`src/core/dprc_pkg.sv`:
```
// Constants shared by the dual-port receive control register slice
package dprc_pkg;
  // Register offsets on the serial control bus
  localparam logic [7:0] ADDR_DUAL_RECEIVE_CONTROL = 8'h34;
  localparam logic [7:0] ADDR_EQ_TEST     = 8'h35;
  // Field positions in dual_receive_control
  localparam int LOCK_MODE_BIT = 6;
  localparam int RAW_BC_BIT    = 5;
  localparam int LANE_HI_BIT   = 4;
  localparam int LANE_LO_BIT   = 3;
  localparam int RSVD_CTL_BIT  = 7;
  localparam int P1_SEL_BIT    = 1;
  localparam int P0_SEL_BIT    = 0;
  // Field positions in equalizer_test_control
  localparam int EQ_RESTART_BIT  = 6;
  localparam int EQ_OVERRIDE_BIT = 5;
  localparam int EQ_PRESET_BIT   = 4;
  // Reset values
  localparam logic [7:0] CTL_RESET     = 8'h01;
  localparam logic [7:0] EQ_RESET      = 8'h00;
  localparam logic [7:0] UNMAPPED_READ = 8'h00;
  // Lane mode codes
  localparam logic [1:0] LANE_AUTO     = 2'h0;
  localparam logic [1:0] LANE_TWO      = 2'h1;
  localparam logic [1:0] LANE_ONE_PRI  = 2'h2;
  localparam logic [1:0] LANE_ONE_SEC  = 2'h3;
endpackage : dprc_pkg

```
`src/core/dprc_regs.sv`:
```
// Dual-port receive control registers with lock, back-channel and equalizer controls
//
// Functional notes
// - Lock mode 0: lock only with active video
// - Lock mode 1: lock whenever linked to serializer
// - Raw back-channel passes local gpio unfiltered
// - Lane mode field selects auto/two/primary/secondary
// - Port-1 select writes port-1 copy plus shared
// - Port-1 select reads port-1 copy plus shared
// - Port-0 select writes port-0 copy plus shared
// - Port-0 select resets to 1, rest 0
// - Port-0 only selected reads port-0 copy
// - Both selected: port-1 copy is read
// - Port-1 select steers equalizer test register
// - Restart bit written high then low
// - Restart request restarts both ports
// - Override bit gates the floor preset
// - Preset floor starts adaptation from floor
`timescale 1ns/1ps
module dprc_regs #(
  parameter int DATA_W = 8  // Register data width
) (
  // Clock and reset
  input  wire  logic              clk,
  input  wire  logic              nrst,
  // Register access from the serial control slave
  input  wire  logic              reg_wr_en,
  input  wire  logic              reg_rd_en,
  input  wire  logic [7:0]        reg_addr,
  input  wire  logic [DATA_W-1:0] reg_wdata,
  output logic       [DATA_W-1:0] reg_rdata,
  // Link status from the receiver
  input  wire  logic              link_linked,
  input  wire  logic              fwd_video_disabled,
  output logic                    rx_lock,
  // Secondary back channel
  input  wire  logic              local_gpio_zero,
  input  wire  logic              filtered_gpio_zero,
  output logic                    remote_gpio_zero,
  // Receive lane selection
  output logic       [1:0]        receive_lane_mode,
  // Equalizer controls, index 0 = port 0, index 1 = port 1
  output logic       [1:0]        eq_hold_init,
  output logic       [1:0]        eq_start_floor
);

  // Width check: the register map is byte wide
  if (DATA_W != 8) begin : g_bad_width
    $error("dprc_regs: DATA_W must be 8");
  end

  // Register state
  logic [DATA_W-1:0] ctl_reg,  ctl_next;   // Shared dual_receive_control
  logic [DATA_W-1:0] eq0_reg,  eq0_next;   // Port-0 equalizer_test_control copy
  logic [DATA_W-1:0] eq1_reg,  eq1_next;   // Port-1 equalizer_test_control copy
  logic [DATA_W-1:0] rd_reg,   rd_next;    // Read data holding register
  // Output flops
  logic              lock_reg,  lock_next;
  logic              gpio_reg,  gpio_next;
  logic [1:0]        lane_reg,  lane_next;
  logic [1:0]        hold_reg,  hold_next;
  logic [1:0]        floor_reg, floor_next;
  // Decoded selects
  logic              p0_sel;               // Port-0 access select
  logic              p1_sel;               // Port-1 access select
  logic              restart_any;          // Restart from either copy

  assign p0_sel = ctl_reg[dprc_pkg::P0_SEL_BIT];
  assign p1_sel = ctl_reg[dprc_pkg::P1_SEL_BIT];

  // Register writes and read mux
  always_comb begin
    ctl_next = ctl_reg;
    eq0_next = eq0_reg;
    eq1_next = eq1_reg;
    rd_next  = rd_reg;
    if (reg_wr_en) begin
      // Shared register written whatever the port select
      if (reg_addr == dprc_pkg::ADDR_DUAL_RECEIVE_CONTROL) begin
        ctl_next = reg_wdata;
        ctl_next[dprc_pkg::RSVD_CTL_BIT] = 1'h0;  // Read-only reserved bit
      end
      // Per-port copies follow the selects
      if (reg_addr == dprc_pkg::ADDR_EQ_TEST) begin
        if (p0_sel) begin
          eq0_next = reg_wdata;
        end
        if (p1_sel) begin
          eq1_next = reg_wdata;
        end
      end
    end
    if (reg_rd_en) begin
      unique case (reg_addr)
        dprc_pkg::ADDR_DUAL_RECEIVE_CONTROL: begin
          rd_next = ctl_reg;
        end
        dprc_pkg::ADDR_EQ_TEST: begin
          // Port 1 wins when both are selected
          rd_next = p1_sel ? eq1_reg : eq0_reg;
        end
        default: begin
          rd_next = dprc_pkg::UNMAPPED_READ;
        end
      endcase
    end
  end

  // Register file flops
  always_ff @(posedge clk or negedge nrst) begin
    if (!nrst) begin
      ctl_reg <= dprc_pkg::CTL_RESET;
      eq0_reg <= dprc_pkg::EQ_RESET;
      eq1_reg <= dprc_pkg::EQ_RESET;
      rd_reg  <= dprc_pkg::UNMAPPED_READ;
    end else begin
      ctl_reg <= ctl_next;
      eq0_reg <= eq0_next;
      eq1_reg <= eq1_next;
      rd_reg  <= rd_next;
    end
  end

  assign restart_any = eq0_reg[dprc_pkg::EQ_RESTART_BIT] | eq1_reg[dprc_pkg::EQ_RESTART_BIT];

  // Control outputs derived from the registers
  always_comb begin
    // Lock indication depends on the lock mode
    if (ctl_reg[dprc_pkg::LOCK_MODE_BIT]) begin
      lock_next = link_linked;
    end else begin
      lock_next = link_linked & ~fwd_video_disabled;
    end
    // Raw mode bypasses the oversampling filter
    if (ctl_reg[dprc_pkg::RAW_BC_BIT]) begin
      gpio_next = local_gpio_zero;
    end else begin
      gpio_next = filtered_gpio_zero;
    end
    lane_next  = ctl_reg[dprc_pkg::LANE_HI_BIT:dprc_pkg::LANE_LO_BIT];
    // Either copy restarts both ports, held while high
    hold_next  = {2{restart_any}};
    // Preset floor counts only under override
    floor_next[0] = eq0_reg[dprc_pkg::EQ_OVERRIDE_BIT] & eq0_reg[dprc_pkg::EQ_PRESET_BIT];
    floor_next[1] = eq1_reg[dprc_pkg::EQ_OVERRIDE_BIT] & eq1_reg[dprc_pkg::EQ_PRESET_BIT];
  end

  // Output flops
  always_ff @(posedge clk or negedge nrst) begin
    if (!nrst) begin
      lock_reg  <= 1'h0;
      gpio_reg  <= 1'h0;
      lane_reg  <= dprc_pkg::LANE_AUTO;
      hold_reg  <= 2'h0;
      floor_reg <= 2'h0;
    end else begin
      lock_reg  <= lock_next;
      gpio_reg  <= gpio_next;
      lane_reg  <= lane_next;
      hold_reg  <= hold_next;
      floor_reg <= floor_next;
    end
  end

  assign reg_rdata         = rd_reg;
  assign rx_lock           = lock_reg;
  assign remote_gpio_zero  = gpio_reg;
  assign receive_lane_mode = lane_reg;
  assign eq_hold_init      = hold_reg;
  assign eq_start_floor    = floor_reg;
endmodule : dprc_regs

```
`config.mk`:
```
export PLATFORM = sky130hd
export DESIGN_NAME = dprc_regs
export DESIGN_NICKNAME = d
export VERILOG_FILES = /design/src/core/dprc_pkg.sv /design/src/core/dprc_regs.sv
export SDC_FILE = /design/constraint.sdc
export NUM_CORES = 1
export LEC_CHECK = 0
export BUFFER_PORTS_ARGS = -buffer_cell sky130_fd_sc_hd__buf_2
export CORE_ASPECT_RATIO = 1.4
export CORE_MARGIN = 2
export CORE_UTILIZATION = 52
export DETAILED_ROUTE_END_ITERATION = 7
export GPL_TIMING_DRIVEN = 0
export MAX_ROUTING_LAYER = met4
export PLACE_DENSITY = 0.78
export REMOVE_ABC_BUFFERS = 1
export SYNTH_ARGS = -nofsm -noshare
export SYNTH_HDL_FRONTEND = slang
export SYNTH_SLANG_ARGS = --single-unit
```
`constraint.sdc`:
```
create_clock -name clk -period 1.9 [get_ports clk]
set_input_delay 0.475 -clock clk [delete_from_list [all_inputs] [get_ports clk]]
set_output_delay 0.475 -clock clk [all_outputs]
set_load 0.03 [all_outputs]
```
==> out/metrics.cfg <==
[synth]
synth_cell_types = 24
yosysSeqAreaShare = 0.585
syn_area_um2 = 1630
ys.flop_type = dfrtp_1
yosys_warnings = 0
netlist_top_cells_count = dfrtp_1, mux2_2, inv_1
async_flop_share = 1.00
synth_most_common_cell = dfrtp_1
synth_edf_count = 0
avgSynthCellArea_um2 = 14.2
synth.area.top_cells = dfrtp_1, mux2_2, mux2i_1
synth_cells = 115
synth_top_cell_by_area = dfrtp_1
synth_top_area_share = 0.569
synth_seq_cells = 38

[placement]
placement.io_buffers = 39
place_inst = 188
dpl_worst_slack_ps = -629
place_hpwl_um = 2160
gp_congestion = 0.740
place_area_um2 = 1850

[sta]
rsz0062_at_grt = false
min_period_ps = 1830
finalCritPeriodShare = 0.965
timing.fmax_mhz = 546
drv_slew = 0
setup_viol = 0
tightest_slew_ps = 824
fin_skew_ps = 9.35
hold_viol_final = 0
relSlewSlack = 0.451
setup_ws_ps = 67.3

[floorplan]
chipWidth_um = 51.3
initial_core_util = 0.531
dieArea_um2 = 3600
chipHeight_um = 70.2
boundaryPins = 40
num_rows = 24
core_area_um2 = 3060

[pwr]
power.density_nw_per_um2 = 749
ir_drop_mv = 0.512
p_leak_nw = 1.06

[clock_tree]
tritoncts = built
ctsLongestPathBuffers = 2
cts_sinks = 38
hold_buffers = 0
path_clk_slew_ps = 70
numCtsBuffers = 5
clk_latency_ps = 300
htreeDepth = 2
clock-root-buffer = clkbuf_8

[setup_path]
end_kind = flip-flop
worstSetupStartpointType = primary input
cp_max_fo = 7
worstSetupPathType = primary input to flip-flop
cp.arrival_ps = 2010
required_ps = 2080

[min_path]
hp-class = primary input to asynchronous set/reset pin

[drt]
drcViolationCount = 0
wl_per_cell_um = 16.3
dr.pass1.iters = 4
drt_iter0_drc = 12
vias_per_cell = 5.40
wl_um = 3280
vias = 1085
antenna_left = 0

[final_layout]
fin_util = 0.653
postLayoutCellArea_um2 = 2000
drive_gt1_frac = 0.537
syn2layout_area_growth_pct = 22.8
instances_no_fill = 201
layout.nets = 185
antenna_cells = 0

[run]
maxCapViolCount = 0

[global_route]
grt_max_degree = 39
antenna_found_initial = 0
grt.total_usage = 0.214
grt_pass1_vias = 1173
overflow = 0
grt_pass1_wl_um = 5350

[status]
outcome = finished, final reports clean

power breakdown:
part	total [W]	switching (W)	internal, W
registers	0.000831	0.00000972	0.000821
clock network	0.000570	0.000278	0.000293
logic	0.0000970	0.0000581	0.0000389
critical path, stage by stage:
cell	delay (ps)
buf_2	110
or4b_4	600
nor4_4	260
buf_4	210
mux2_2	350
cells in the final DEF, fill, tap and decap left out:
cell,synthesis,final
inv_1,10,10
mux2i_1,7,7
buf_12,0,1
clkinv_2,0,1
mux2_2,30,30
nand2_1,1,1
a21boi_0,1,1
nor4b_1,1,1
buf_4,1,4
nand3_1,3,3
o2111ai_1,1,1
a21o_1,1,1
or2_2,1,1
clkbuf_8,0,6
dfstp_2,1,1
nor3_4,0,1
and3b_1,1,1
mux2_1,1,1
o32ai_1,1,1
nand3b_1,1,1
o22ai_1,6,6
or4b_4,0,1
and2_1,2,2
nor4_4,2,2
clkbuf_1,3,1
dfrtp_1,37,37
buf_2,1,39
routing by layer:
metal	track usage	share of wire
met5	-	0
met4	0.0994	0.022
met3	0.0641	0.052
met2	0.351	0.53
met1	0.234	0.40
layout make-up:
type,count,area (um^2)
Clock buffer,7,86.3
Clock inverter,1,5.00
Fill cell,258,1060
Inverter,10,37.5
Multi-Input combinational cell,62,624
Sequential cell,38,952
Tap cell,39,48.8
Timing Repair Buffer,44,245
logic make-up (layout without fill, tap and decap cells):
| group | Yosys count | count (layout) | share of synthesized area |
|---|---|---|---|
| mux | 38 | 38 | 0.257 |
| buf+inv | 15 | 62 | 0.0377 |
| compound gates | 10 | 10 | 0.0431 |
| flops | 38 | 38 | 0.585 |
| simple gates | 14 | 14 | 0.0769 |
through the flow:
stage | TNS, ps | hold slack (ps) | power (W)
after floorplan | -4410 | 179 | 0.000881
after global placement | -12400 | 382 | 0.000938
after detailed placement | -12950 | 384 | 0.000942
after CTS | 0 | 287 | 0.00151
after global routing | 0 | 327 | 0.00156
final | 0 | 270 | 0.00150
repair_timing:
item | CTS | global route
resized for setup | 2 | 0
endpoints found under the setup margin | 23 | 0
buffers inserted | 5 | 0
worst paths after layout:
path | start | end | slack (ps) | cells past startpoint
worst max register to register | ctl_reg[1] | eq1_reg[5] | 110 | 4
worst min-delay path | nrst | rx_lock | 270 | 1
worst max-delay path | reg_addr[7] | ctl_reg[4] | 70 | 5
min in group clk | fwd_video_disabled | rx_lock | 370 | 2
max in group asynchronous | nrst | ctl_reg[3] | 1100 | 1
worst min register to register | ctl_reg[3] | receive_lane_mode[0] | 400 | 0
No activity file was read; power rests on OpenSTA's default activity.
